$ cat src/hdl/uap_pkg.sv
// Constants, control struct and state encodings for the async serial port
package uap_pkg;

    // Data width and last data bit index
    localparam int unsigned DATA_W   = 8;
    localparam logic [2:0]  LAST_BIT = 3'h7;

    // Baud timer values
    localparam logic [7:0] TMR_RST = 8'h00;
    localparam logic [7:0] TMR_TOP = 8'hFF;
    localparam logic [5:0] PRE_RST = 6'h00;

    // Prescaler divisors for the baud timer clock sources
    localparam logic [5:0] DIV_SYS = 6'h01;
    localparam logic [5:0] DIV_4   = 6'h04;
    localparam logic [5:0] DIV_12  = 6'h0C;
    localparam logic [5:0] DIV_48  = 6'h30;
    localparam logic [5:0] DIV_OSC = 6'h08;
    localparam logic [5:0] DIV_EXT = 6'h01;

    // Reset values and full buffer count
    localparam logic [2:0] SYNC_HI_RST = 3'h7;
    localparam logic [2:0] SYNC_LO_RST = 3'h0;
    localparam logic [1:0] CNT_RST     = 2'h0;
    localparam logic [1:0] BUF_FULL    = 2'h2;
    localparam logic [2:0] BIT_RST     = 3'h0;

    // Baud timer clock source select
    typedef enum logic [2:0] {
        CSEL_SYS  = 3'h0,
        CSEL_DIV4 = 3'h1,
        CSEL_DIV12 = 3'h2,
        CSEL_DIV48 = 3'h3,
        CSEL_OSC8 = 3'h4,
        CSEL_EXT  = 3'h5
    } uap_csel_t;

    // Software control bits
    typedef struct packed {
        logic word_length_select;
        logic multiproc_enable_bit;
        logic rx_enable_bit;
        logic tx_ninth_bit;
    } uap_ctrl_t;

    // Frame phase, one-hot
    typedef enum logic [4:0] {
        ST_IDLE  = 5'h01,
        ST_START = 5'h02,
        ST_DATA  = 5'h04,
        ST_NINTH = 5'h08,
        ST_STOP  = 5'h10
    } uap_state_t;

endpackage

$ cat src/hdl/uap_serial_port.sv
// Full-duplex async serial port with 8/9-bit frames and baud timer
`timescale 1ns/1ps

module uap_serial_port (
    // Clock and reset
    input  wire logic                 clk,
    input  wire logic                 resetn,
    input  wire logic                 clk_en,
    // Control bits
    input  wire uap_pkg::uap_ctrl_t   ctrl,
    input  wire logic                 port_irq_enable,
    input  wire logic                 tx_done_clr,
    input  wire logic                 rx_done_clr,
    // Baud timer setup and clock pins
    input  wire logic                 timer_enable,
    input  wire logic [7:0]           baud_reload_value,
    input  wire uap_pkg::uap_csel_t   clk_sel,
    input  wire logic                 ext_osc_pin,
    input  wire logic                 baud_timer_ext_input,
    // Data buffer write side
    input  wire logic                 tx_wr_valid,
    input  wire logic [7:0]           tx_wr_data,
    output logic                      tx_wr_ready,
    // Data buffer read side and flags
    output logic [7:0]                serial_data_buffer,
    output logic                      rx_ninth_bit,
    output logic                      tx_done_flag,
    output logic                      rx_done_flag,
    output logic                      port_irq,
    output logic [7:0]                baud_timer_low_byte,
    // Serial pins
    input  wire logic                 serial_in_pin,
    output logic                      serial_out_pin
);

    // Pin synchronisers: bit0 first stage, bit1 second, bit2 delayed copy
    logic [2:0] rx_sync_q, rx_sync_d;
    logic [2:0] osc_sync_q, osc_sync_d;
    logic [2:0] ext_sync_q, ext_sync_d;

    always_comb
    begin
        rx_sync_d  = {rx_sync_q[1:0], serial_in_pin};
        osc_sync_d = {osc_sync_q[1:0], ext_osc_pin};
        ext_sync_d = {ext_sync_q[1:0], baud_timer_ext_input};
    end

    always_ff @(posedge clk or negedge resetn)
    begin
        if (!resetn)
        begin
            rx_sync_q  <= uap_pkg::SYNC_HI_RST;
            osc_sync_q <= uap_pkg::SYNC_LO_RST;
            ext_sync_q <= uap_pkg::SYNC_LO_RST;
        end
        else if (clk_en)
        begin
            rx_sync_q  <= rx_sync_d;
            osc_sync_q <= osc_sync_d;
            ext_sync_q <= ext_sync_d;
        end
    end

    logic rx_bit;
    logic rx_start_seen;
    uap_pkg::uap_state_t rx_state_q, rx_state_d;

    assign rx_bit = rx_sync_q[1];
    assign rx_start_seen = rx_sync_q[2] & ~rx_sync_q[1]
                           & (rx_state_q == uap_pkg::ST_IDLE) & ctrl.rx_enable_bit;

    // Baud timer: prescaler, TX low byte, private RX copy
    logic [5:0] presc_q, presc_d;
    logic [7:0] tx_tmr_q, tx_tmr_d;
    logic [7:0] rx_tmr_q, rx_tmr_d;
    logic       tx_half_q, tx_half_d;
    logic       rx_half_q, rx_half_d;
    logic [5:0] div;
    logic       src_pulse;
    logic       tick;
    logic       tx_ovf;
    logic       rx_ovf;
    logic       tx_bit_tick;
    logic       rx_sample;

    always_comb
    begin
        unique case (clk_sel)
            uap_pkg::CSEL_SYS:   begin src_pulse = 1'b1; div = uap_pkg::DIV_SYS; end
            uap_pkg::CSEL_DIV4:  begin src_pulse = 1'b1; div = uap_pkg::DIV_4; end
            uap_pkg::CSEL_DIV12: begin src_pulse = 1'b1; div = uap_pkg::DIV_12; end
            uap_pkg::CSEL_DIV48: begin src_pulse = 1'b1; div = uap_pkg::DIV_48; end
            uap_pkg::CSEL_OSC8:
            begin
                src_pulse = osc_sync_q[1] & ~osc_sync_q[2];
                div       = uap_pkg::DIV_OSC;
            end
            uap_pkg::CSEL_EXT:
            begin
                src_pulse = ext_sync_q[2] & ~ext_sync_q[1];
                div       = uap_pkg::DIV_EXT;
            end
            default:             begin src_pulse = 1'b1; div = uap_pkg::DIV_SYS; end
        endcase
        presc_d = presc_q;
        tick    = 1'b0;
        if (timer_enable && src_pulse)
        begin
            if (presc_q >= div - 6'h01)
            begin
                presc_d = uap_pkg::PRE_RST;
                tick    = 1'b1;
            end
            else
            begin
                presc_d = presc_q + 6'h01;
            end
        end
        tx_tmr_d = tx_tmr_q;
        tx_ovf   = 1'b0;
        if (tick)
        begin
            if (tx_tmr_q == uap_pkg::TMR_TOP)
            begin
                tx_tmr_d = baud_reload_value;
                tx_ovf   = 1'b1;
            end
            else
            begin
                tx_tmr_d = tx_tmr_q + 8'h01;
            end
        end
        // RX copy, forced reload on start
        rx_tmr_d = rx_tmr_q;
        rx_ovf   = 1'b0;
        if (rx_start_seen)
        begin
            rx_tmr_d = baud_reload_value;
        end
        else if (tick)
        begin
            if (rx_tmr_q == uap_pkg::TMR_TOP)
            begin
                rx_tmr_d = baud_reload_value;
                rx_ovf   = 1'b1;
            end
            else
            begin
                rx_tmr_d = rx_tmr_q + 8'h01;
            end
        end
        tx_half_d   = tx_half_q ^ tx_ovf;
        tx_bit_tick = tx_ovf & tx_half_q;
        // RX phase cleared at start, so first overflow lands mid start bit
        rx_half_d = rx_start_seen ? 1'b0 : (rx_half_q ^ rx_ovf);
        rx_sample = rx_ovf & ~rx_half_q;
    end

    always_ff @(posedge clk or negedge resetn)
    begin
        if (!resetn)
        begin
            presc_q   <= uap_pkg::PRE_RST;
            tx_tmr_q  <= uap_pkg::TMR_RST;
            rx_tmr_q  <= uap_pkg::TMR_RST;
            tx_half_q <= 1'b0;
            rx_half_q <= 1'b0;
        end
        else if (clk_en)
        begin
            presc_q   <= presc_d;
            tx_tmr_q  <= tx_tmr_d;
            rx_tmr_q  <= rx_tmr_d;
            tx_half_q <= tx_half_d;
            rx_half_q <= rx_half_d;
        end
    end

    // Transmit: two-entry buffer feeding the frame shifter
    logic [7:0]          buf_q [2];
    logic [7:0]          buf_d [2];
    logic                wr_ptr_q, wr_ptr_d;
    logic                rd_ptr_q, rd_ptr_d;
    logic [1:0]          cnt_q, cnt_d;
    logic                ready_q, ready_d;
    uap_pkg::uap_state_t tx_state_q, tx_state_d;
    logic [8:0]          tx_shift_q, tx_shift_d;
    logic [2:0]          tx_cnt_q, tx_cnt_d;
    logic                out_q, out_d;
    logic                tx_done_q, tx_done_d;
    logic                push;
    logic                pop;
    logic                tx_done_set;

    always_comb
    begin
        // Write goes to transmit side only
        push     = tx_wr_valid & ready_q;
        pop      = (tx_state_q == uap_pkg::ST_IDLE) & (cnt_q != uap_pkg::CNT_RST);
        buf_d    = buf_q;
        if (push)
        begin
            buf_d[wr_ptr_q] = tx_wr_data;
        end
        wr_ptr_d = wr_ptr_q ^ push;
        rd_ptr_d = rd_ptr_q ^ pop;
        cnt_d    = cnt_q + {1'b0, push} - {1'b0, pop};
        // Ready registered from next count so it never overstates room
        ready_d  = (cnt_d != uap_pkg::BUF_FULL);
        tx_state_d  = tx_state_q;
        tx_shift_d  = tx_shift_q;
        tx_cnt_d    = tx_cnt_q;
        out_d       = out_q;
        tx_done_set = 1'b0;
        unique case (tx_state_q)
            uap_pkg::ST_IDLE:
            begin
                if (pop)
                begin
                    // Ninth bit rides above the data
                    tx_shift_d = {ctrl.tx_ninth_bit, buf_q[rd_ptr_q]};
                    tx_state_d = uap_pkg::ST_START;
                end
            end
            uap_pkg::ST_START:
            begin
                if (tx_bit_tick)
                begin
                    out_d      = 1'b0;
                    tx_cnt_d   = uap_pkg::BIT_RST;
                    tx_state_d = uap_pkg::ST_DATA;
                end
            end
            uap_pkg::ST_DATA:
            begin
                if (tx_bit_tick)
                begin
                    out_d      = tx_shift_q[0];
                    tx_shift_d = {1'b1, tx_shift_q[8:1]};
                    tx_cnt_d   = tx_cnt_q + 3'h1;
                    if (tx_cnt_q == uap_pkg::LAST_BIT)
                    begin
                        tx_state_d = ctrl.word_length_select ? uap_pkg::ST_NINTH
                                                             : uap_pkg::ST_STOP;
                    end
                end
            end
            uap_pkg::ST_NINTH:
            begin
                if (tx_bit_tick)
                begin
                    out_d      = tx_shift_q[0];
                    tx_state_d = uap_pkg::ST_STOP;
                end
            end
            uap_pkg::ST_STOP:
            begin
                if (tx_bit_tick)
                begin
                    // Done at start of stop bit
                    out_d       = 1'b1;
                    tx_done_set = 1'b1;
                    tx_state_d  = uap_pkg::ST_IDLE;
                end
            end
        endcase
        tx_done_d = (tx_done_q & ~tx_done_clr) | tx_done_set;
    end

    always_ff @(posedge clk or negedge resetn)
    begin
        if (!resetn)
        begin
            buf_q[0]   <= 8'h00;
            buf_q[1]   <= 8'h00;
            wr_ptr_q   <= 1'b0;
            rd_ptr_q   <= 1'b0;
            cnt_q      <= uap_pkg::CNT_RST;
            ready_q    <= 1'b0;
            tx_state_q <= uap_pkg::ST_IDLE;
            tx_shift_q <= 9'h1FF;
            tx_cnt_q   <= uap_pkg::BIT_RST;
            out_q      <= 1'b1;
            tx_done_q  <= 1'b0;
        end
        else if (clk_en)
        begin
            buf_q      <= buf_d;
            wr_ptr_q   <= wr_ptr_d;
            rd_ptr_q   <= rd_ptr_d;
            cnt_q      <= cnt_d;
            ready_q    <= ready_d;
            tx_state_q <= tx_state_d;
            tx_shift_q <= tx_shift_d;
            tx_cnt_q   <= tx_cnt_d;
            out_q      <= out_d;
            tx_done_q  <= tx_done_d;
        end
    end

    // Receive: shifter, buffered receive register, flag and interrupt
    logic [7:0] rx_shift_q, rx_shift_d;
    logic [2:0] rx_cnt_q, rx_cnt_d;
    logic       rx_b9_q, rx_b9_d;
    logic [7:0] rx_buf_q, rx_buf_d;
    logic       rx_nin_q, rx_nin_d;
    logic       rx_done_q, rx_done_d;
    logic       irq_q, irq_d;
    logic       rx_flag_bit;
    logic       rx_accept;

    always_comb
    begin
        rx_state_d = rx_state_q;
        rx_shift_d = rx_shift_q;
        rx_cnt_d   = rx_cnt_q;
        rx_b9_d    = rx_b9_q;
        rx_buf_d   = rx_buf_q;
        rx_nin_d   = rx_nin_q;
        // Ninth bit in 9-bit mode, stop bit otherwise
        rx_flag_bit = ctrl.word_length_select ? rx_b9_q : rx_bit;
        // Gate on flag clear and filter
        rx_accept  = ~rx_done_q & (~ctrl.multiproc_enable_bit | rx_flag_bit);
        unique case (rx_state_q)
            uap_pkg::ST_IDLE:
            begin
                if (rx_start_seen)
                begin
                    rx_state_d = uap_pkg::ST_START;
                end
            end
            uap_pkg::ST_START:
            begin
                if (rx_sample)
                begin
                    // Glitch shorter than half a bit is dropped
                    rx_cnt_d   = uap_pkg::BIT_RST;
                    rx_state_d = rx_bit ? uap_pkg::ST_IDLE : uap_pkg::ST_DATA;
                end
            end
            uap_pkg::ST_DATA:
            begin
                if (rx_sample)
                begin
                    rx_shift_d = {rx_bit, rx_shift_q[7:1]};
                    rx_cnt_d   = rx_cnt_q + 3'h1;
                    if (rx_cnt_q == uap_pkg::LAST_BIT)
                    begin
                        rx_state_d = ctrl.word_length_select ? uap_pkg::ST_NINTH
                                                             : uap_pkg::ST_STOP;
                    end
                end
            end
            uap_pkg::ST_NINTH:
            begin
                if (rx_sample)
                begin
                    rx_b9_d    = rx_bit;
                    rx_state_d = uap_pkg::ST_STOP;
                end
            end
            uap_pkg::ST_STOP:
            begin
                if (rx_sample)
                begin
                    // Shifter hands off to its own buffer
                    if (rx_accept)
                    begin
                        rx_buf_d = rx_shift_q;
                        rx_nin_d = rx_flag_bit;
                    end
                    rx_state_d = uap_pkg::ST_IDLE;
                end
            end
        endcase
        rx_done_d = (rx_done_q & ~rx_done_clr)
                    | ((rx_state_q == uap_pkg::ST_STOP) & rx_sample & rx_accept);
        // Level request while either flag is set
        irq_d = port_irq_enable & (tx_done_d | rx_done_d);
    end

    always_ff @(posedge clk or negedge resetn)
    begin
        if (!resetn)
        begin
            rx_state_q <= uap_pkg::ST_IDLE;
            rx_shift_q <= 8'h00;
            rx_cnt_q   <= uap_pkg::BIT_RST;
            rx_b9_q    <= 1'b0;
            rx_buf_q   <= 8'h00;
            rx_nin_q   <= 1'b0;
            rx_done_q  <= 1'b0;
            irq_q      <= 1'b0;
        end
        else if (clk_en)
        begin
            rx_state_q <= rx_state_d;
            rx_shift_q <= rx_shift_d;
            rx_cnt_q   <= rx_cnt_d;
            rx_b9_q    <= rx_b9_d;
            rx_buf_q   <= rx_buf_d;
            rx_nin_q   <= rx_nin_d;
            rx_done_q  <= rx_done_d;
            irq_q      <= irq_d;
        end
    end

    // Outputs, all from flops
    assign tx_wr_ready         = ready_q;
    assign serial_data_buffer  = rx_buf_q;
    assign rx_ninth_bit        = rx_nin_q;
    assign tx_done_flag        = tx_done_q;
    assign rx_done_flag        = rx_done_q;
    assign port_irq            = irq_q;
    assign baud_timer_low_byte = tx_tmr_q;
    assign serial_out_pin      = out_q;

endmodule

$ cat config.mk
export PLATFORM = sky130hd
export DESIGN_NAME = uap_serial_port
export DESIGN_NICKNAME = d
export VERILOG_FILES = /design/src/hdl/uap_pkg.sv /design/src/hdl/uap_serial_port.sv
export SDC_FILE = /design/constraint.sdc
export NUM_CORES = 1
export LEC_CHECK = 0
export ABC_AREA = 0
export BUFFER_PORTS_ARGS = -buffer_cell sky130_fd_sc_hd__buf_4
export CAP_MARGIN = 0
export CORE_MARGIN = 10
export CORE_UTILIZATION = 53
export DETAILED_ROUTE_END_ITERATION = 8
export GPL_ROUTABILITY_DRIVEN = 0
export PLACE_DENSITY = 0.87
export SYNTH_ARGS = -nofsm -noshare
export SYNTH_HDL_FRONTEND = slang
export SYNTH_SLANG_ARGS = --single-unit
export TNS_END_PERCENT = 20
$ cat constraint.sdc
create_clock -name clk -period 3.5 [get_ports clk]
set_clock_uncertainty 0.15 [all_clocks]
set_input_delay 0.175 -clock clk [delete_from_list [all_inputs] [get_ports clk]]
set_output_delay 0.175 -clock clk [all_outputs]
set_load 0.01 [all_outputs]
### Word level (Yosys, flattened, before mapping)

Cells that the tools add are included.

| word-level totals | value |
|---|---|
| register bits | 101 |
| bits of input ports | 34 |
| output and inout bits | 22 |

| cells by class | value |
|---|---|
| muxes and demuxes | 53 |
| magnitude comparators | 4 |
| $add $sub $neg | 8 |
| bitwise gates (word level) | 33 |
| reductions and logical operators | 22 |
| equality and inequality tests | 33 |

Operators by type and width:

| kind | number |
|---|---|
| 5-bit 2-to-1 mux | 13 |
| 8-bit 2-to-1 mux | 8 |
| 5-bit one-hot mux with 5 select lines | 2 |
| 2-bit inequality test (second input constant) | 13 |
| 6-bit one-hot mux with 4 select lines | 1 |
| 9-bit 2-to-1 mux | 2 |
| 9-bit one-hot mux with 2 select lines | 1 |
| 8-bit by 1-bit adder with 8-bit output (second input constant) | 2 |
| 16-bit bitwise mux | 1 |
| 8-bit == test (second input constant) | 2 |
| 4-bit AND reduction | 4 |
| 1-bit bitwise AND | 15 |
| 3-bit 2-to-1 mux | 5 |
| 1-bit 2-to-1 mux | 14 |
| 7-bit AND reduction | 2 |
| 3-bit == test (second input constant) | 4 |
| 3-bit one-hot mux with 2 select lines | 2 |
| 5-bit by 1-bit == test with 1-bit output (second input constant) | 2 |
| 5-bit by 2-bit == test with 1-bit output (second input constant) | 2 |
| 5-bit by 3-bit == test with 1-bit output (second input constant) | 2 |
| 5-bit by 4-bit == test with 1-bit output (second input constant) | 2 |
| 5-bit == test (second input constant) | 2 |
| 2-bit nonzero test | 5 |
| 8-bit demux with 1-bit select | 1 |
| 24 further kinds | 46 |

### Depth between registers and ports, before layout

| depth | value |
|---|---|
| depth after elaboration | 14 |
| gate-level depth with buffers | 15 |
| mapped depth without buffers | 14 |

### Worst setup path after synthesis

No wires, ideal clock.

| path | value |
|---|---|
| kind | input to register |
| start | in clk_sel[0] |
| end | reg rx_buf_q[1] (netlist: serial_data_buffer[1]) |
| cell stages on the path | 14 |
| data arrival time | 3.050 ns |
| path slack | 0.175 ns |
| library setup time | 0.125 ns |
| cell sequence | nor2_1 > xnor2_1 > inv_1 > ha_1 > a21oi_1 > o221ai_1 > nand2_1 > nor4_1 > ha_1 > nand2_1 > or4_1 > a21oi_2 > buf_6 > mux2_2 |

| between the ends | value |
|---|---|
| cells in the longest elaborated chain, start to end | 10 |
| elaborated cells between the ends (all ways) | 16 |

Ends and longest elaborated chain:

| what | RTL line | RTL |
|---|---|---|
| from (decl) | uap_serial_port.sv:17 | `input wire uap_pkg::uap_csel_t clk_sel,` |
| 3-bit == test, or another cell as far along | uap_serial_port.sv:88 | `unique case (clk_sel)` |
| 6-bit one-hot mux with 4 select lines | uap_serial_port.sv:88 |  |
| 6-bit by 1-bit subtractor with 6-bit output | uap_serial_port.sv:109 | `if (presc_q >= div - 6'h01)` |
| 6-bit >= comparator | uap_serial_port.sv:109 |  |
| 1-bit 2-to-1 mux | uap_serial_port.sv:109 |  |
| 1-bit 2-to-1 mux (*) | uap_serial_port.sv:107 | `if (timer_enable && src_pulse)` |
| 1-bit 2-to-1 mux (*) | uap_serial_port.sv:140 | `else if (tick)` |
| 1-bit 2-to-1 mux (*) | uap_serial_port.sv:136 | `if (rx_start_seen)` |
| 1-bit bitwise AND (*) | uap_serial_port.sv:156 | `rx_sample = rx_ovf & ~rx_half_q;` |
| 4-bit AND reduction (no line) (*) | n/a |  |
| to (signal assigned) | uap_serial_port.sv:401 | `rx_buf_q <= rx_buf_d;` |
| to (decl) | uap_serial_port.sv:305 | `logic [7:0] rx_buf_q, rx_buf_d;` |

Mark *: on every way between the ends. The rest lies on a longest branch, timed or not.
A chain may end at the register's enable or synchronous reset.

### Final worst setup path

| path | value |
|---|---|
| start | reg presc_q[0] |
| end | reg rx_buf_q[1] (netlist: serial_data_buffer[1]) |

| between the ends | value |
|---|---|
| cells in the longest elaborated chain, start to end | 7 |

Ends and longest elaborated chain:

| what | RTL line | RTL |
|---|---|---|
| from (decl) | uap_serial_port.sv:73 | `logic [5:0] presc_q, presc_d;` |
| from (signal assigned) | uap_serial_port.sv:163 | `presc_q <= uap_pkg::PRE_RST;` |
| from (signal assigned) | uap_serial_port.sv:171 | `presc_q <= presc_d;` |
| 6-bit >= comparator | uap_serial_port.sv:109 |  |
| 1-bit 2-to-1 mux | uap_serial_port.sv:109 |  |
| 1-bit 2-to-1 mux | uap_serial_port.sv:107 |  |
| 1-bit 2-to-1 mux | uap_serial_port.sv:140 |  |
| 1-bit 2-to-1 mux | uap_serial_port.sv:136 |  |
| 1-bit bitwise AND | uap_serial_port.sv:156 |  |
| 4-bit AND reduction (no line) | n/a |  |

Every way passes these cells.

==> flow_summary_export.csv <==
group,metric,value,unit
finish,syn2layout_area_growth,19.3,%
worst_hold_path,holdPathEnd,"tx_done_flag",
finish,layout_common_cells,"dfrtp_1, buf_4, nand2_1, mux2_2, o21ai_0",
setup_path,start_kind,"flop",
finish,fillers,675,
timing,fmax,297,MHz
finish,fin_util,0.656,
finish,nets,617,
synthesis,synth.net_count,541,
setup_path,critPathArrivalTime,3.48,ns
timing,tightest_slew,1.07,ns
clock_network,cts.clk_slew.worst_paths,0.09,ns
synthesis,ys_ff_latch,101,
setup_path,crit_buf_inv,2,
die,io_pins,56,
timing,hold_ws,0.0128,ns
setup_path,ff2ff_setup_slack,0.13,ns
detailed_routing,drtIter0Drc,378,
detailed_routing,ant_nets,0,
power_and_ir_drop,p_per_area,619,mW/mm^2
finish,mostFrequentLayoutCell,"dfrtp_1",
die,row_count,35,
setup_path,path_max_fanout,12,
timing,setup_viol,0,
die,die_y,118,um
placed_design,dp_cells,662,
detailed_routing,via_per_inst,5.82,
setup_path,cpMaxStageDelayCell,"or4_1",
detailed_routing,vias,4075,
global_routing,grt-ovfl-total,0,
timing,final-max-slew-violation-count,0,
die,die-area,0.0140,sq mm
setup_path,r2r_cells,13,
setup_path,cp-end-kind,"flop",
detailed_routing,firstDrtPassIters,5,
setup_path,critPathMaxStageDelay,0.46,ns
global_routing,grt_pass1_vias,4190,
clock_network,cts_buffers,9,
clock_network,clock_latency,0.37,ns
synthesis,syn_area_per_cell,10.5,sq um
timing,finalHoldViolCount,0,
synthesis,yosysWarnings,0,
detailed_routing,wl,11.7,mm
clock_network,post_cts_buffers,0,
timing,relSlewSlack,0.290,
clock_network,cts-root-buf,"clkbuf_8",
placed_design,hpwl,8.23,mm
synthesis,synth-edff-count,0,
clock_network,cts_tree,"yes",
timing,fin_crit_sh,0.962,
clock_network,cts_htree_levels,3,
synthesis,synth_cell_types,61,
setup_path,reg2reg_to,"serial_data_buffer[1]",
synthesis,ys_seq_area_frac,0.496,
synthesis,yosys_most_used_dff,"dfrtp_1",
detailed_routing,drcViolationCount,0,
placed_design,portBuffers,55,
power_and_ir_drop,peakVddDrop,0.000273,V
finish,ff_latch_area,0.00255,sq mm
detailed_routing,wl_per_cell,16.7,um
setup_path,crit_chain,"inv_1 > ha_1 > nand2b_1 > a21oi_1 > o221ai_1 > nand2_1 > nor4_2 > ha_2 > nand2_1 > or4_1 > a21oi_2 > buf_12 > mux2_2",
setup_path,cp.required,3.61,ns
timing,tns,0,ns
timing,timing.final.crit_period,3.37,ns
setup_path,crit_top_cell,"nand2_1",
clock_network,numClockSinks,101,
global_routing,grt_pass1_wl,20.3,mm
finish,multiInputGateArea,0.00244,sq mm
finish,drive_above_1_share,0.266,
die,core_area,0.00933,sq mm
global_routing,grt_antenna_before_repair,0,
setup_path,r2r-start,"presc_q[0]",
synthesis,synth_area,0.00513,sq mm
setup_path,cpLargestDelayFamily,"simple AND/OR/NAND/NOR gates",
finish,layout.cells.non_filler,700,
global_routing,grt_usage,0.170,
synthesis,synthArstFlopShare,1.00,
die,start_util,0.550,
setup_path,crit_type,"flop to flop",
synthesis,synthCells,490,
power_and_ir_drop,total_power,3790,uW
power_and_ir_drop,leakage,0.00281,uW
global_routing,grt_start_max_net_pins,87,
worst_hold_path,hp-start,"tx_done_clr",
worst_hold_path,hp-class,"primary input to flop",
outcome,outcome,"completed",
finish,num_antenna_cells,0,
die,fp.dieW,118,um
worst_hold_path,min_path_cells,4,
clock_network,clockBufferDepth,2,
job,drv_cap,0,
==> report_power, final <==
part | switching (uW) | internal, uW
registers | 291 | 1460
clock network | 404 | 425
logic | 634 | 577
==> metal layers <==
metal,share of wire,track usage
met1,0.43,0.216
met2,0.51,0.285
met3,0.047,0.0300
met4,0.021,0.0603
met5,0,0
==> kinds of logic after synthesis <==
| logic type | Yosys count | share of synthesized area |
|---|---|---|
| muxes | 65 | 0.139 |
| AOI/OAI and AO/OA | 109 | 0.129 |
| xor gates and xnor gates | 8 | 0.0137 |
| other | 1 | 0.000731 |
| adders and majority gates | 17 | 0.0415 |
| DFF | 101 | 0.496 |
| buffers and inverters | 34 | 0.0293 |
| and+or+nand+nor | 155 | 0.151 |
==> synthesized netlist by cell type, types with 2 or more instances <==
cell type / n / area [sq um]
nand3_1: 16 / 80.1
nand4_1: 6 / 37.5
mux2_2: 49 / 552
or4_1: 2 / 15.0
xor2_1: 4 / 35.0
ha_1: 17 / 213
o21ai_0: 44 / 220
nand2_1: 49 / 184
a22o_1: 7 / 61.3
dfrtp_1: 86 / 2150
or3_1: 3 / 18.8
xnor2_1: 4 / 35.0
nand2b_1: 4 / 25.0
nand3b_1: 2 / 15.0
nor4_1: 2 / 12.5
mux2i_1: 16 / 160
a211oi_1: 3 / 22.5
and2_1: 3 / 18.8
buf_6: 2 / 22.5
a21oi_1: 28 / 140
a31oi_1: 6 / 37.5
o21bai_1: 2 / 15.0
dfstp_2: 15 / 394
nor3_1: 6 / 30.0
buf_1: 2 / 7.51
nor2b_1: 4 / 25.0
clkbuf_1: 9 / 33.8
or2_2: 2 / 12.5
nor2_1: 37 / 139
and3_1: 11 / 68.8
inv_1: 17 / 63.8
buf_2: 2 / 10.0
a21boi_0: 2 / 15.0
==> registers in the layout, summed over array words and instances, names as in the netlist, 2 cells and up <==
register,count
rx_shift_q,8
serial_data_buffer,8
ext_sync_q,3
presc_q,6
tx_shift_q,9
rx_sync_q,3
tx_state_q,5
tx_cnt_q,3
baud_timer_low_byte,8
cnt_q,2
rx_state_q,5
osc_sync_q,3
rx_cnt_q,3
buf_q,16
rx_tmr_q,8
==> final cells by class <==
| class | count | share of cell area |
|---|---|---|
| timing repair buffer | 82 | 0.112 |
| tap | 129 | 0.0264 |
| sequential | 101 | 0.416 |
| inverter | 17 | 0.0104 |
| clock inverter | 5 | 0.0135 |
| multi-input combinational | 355 | 0.399 |
| clock buffer | 11 | 0.0231 |
==> through the flow <==
stage | instance area (sq um) | worst slack [ns]
3_5_place_dp | 5670 | -0.0327
2_1_floorplan | 5130 | 0.175
5_1_grt | 6120 | -0.0400
4_1_cts | 6110 | 0.0979
3_3_place_gp | 5670 | 0.162
6_report | 6120 | 0.133
==> how the worst max path moves through the flow <==
| stage | cells past startpoint | slack [ns] | to | startpoint |
|---|---|---|---|---|
| finish | 13 | 0.13 | serial_data_buffer[1] | presc_q[0] |
| global route | 13 | -0.04 | serial_data_buffer[6] | presc_q[0] |
| CTS | 13 | 0.1 | serial_data_buffer[6] | presc_q[0] |
| detailed placement | 15 | -0.03 | serial_data_buffer[7] | clk_sel[0] |
| global placement | 15 | 0.16 | serial_data_buffer[4] | clk_sel[0] |
| floorplan | 14 | 0.17 | serial_data_buffer[1] | clk_sel[0] |
==> worst reg2reg max path: stages (launching register included) <==
cell	delay, ns
dfrtp_1	0.38
inv_1	0.07
ha_1	0.27
nand2b_1	0.11
a21oi_1	0.09
o221ai_1	0.26
nand2_1	0.15
nor4_2	0.31
ha_2	0.25
nand2_1	0.09
or4_1	0.46
a21oi_2	0.19
buf_12	0.16
mux2_2	0.34
==> what timing repair did <==
item / 4_1_cts / 5_1_grt
resized for setup: 0 / 2
endpoints found under the hold margin: 106 / 0
hold buffers: 22 / 0
setup endpoints to repair: 0 / 9
No activity file was read; power rests on OpenSTA's default activity.
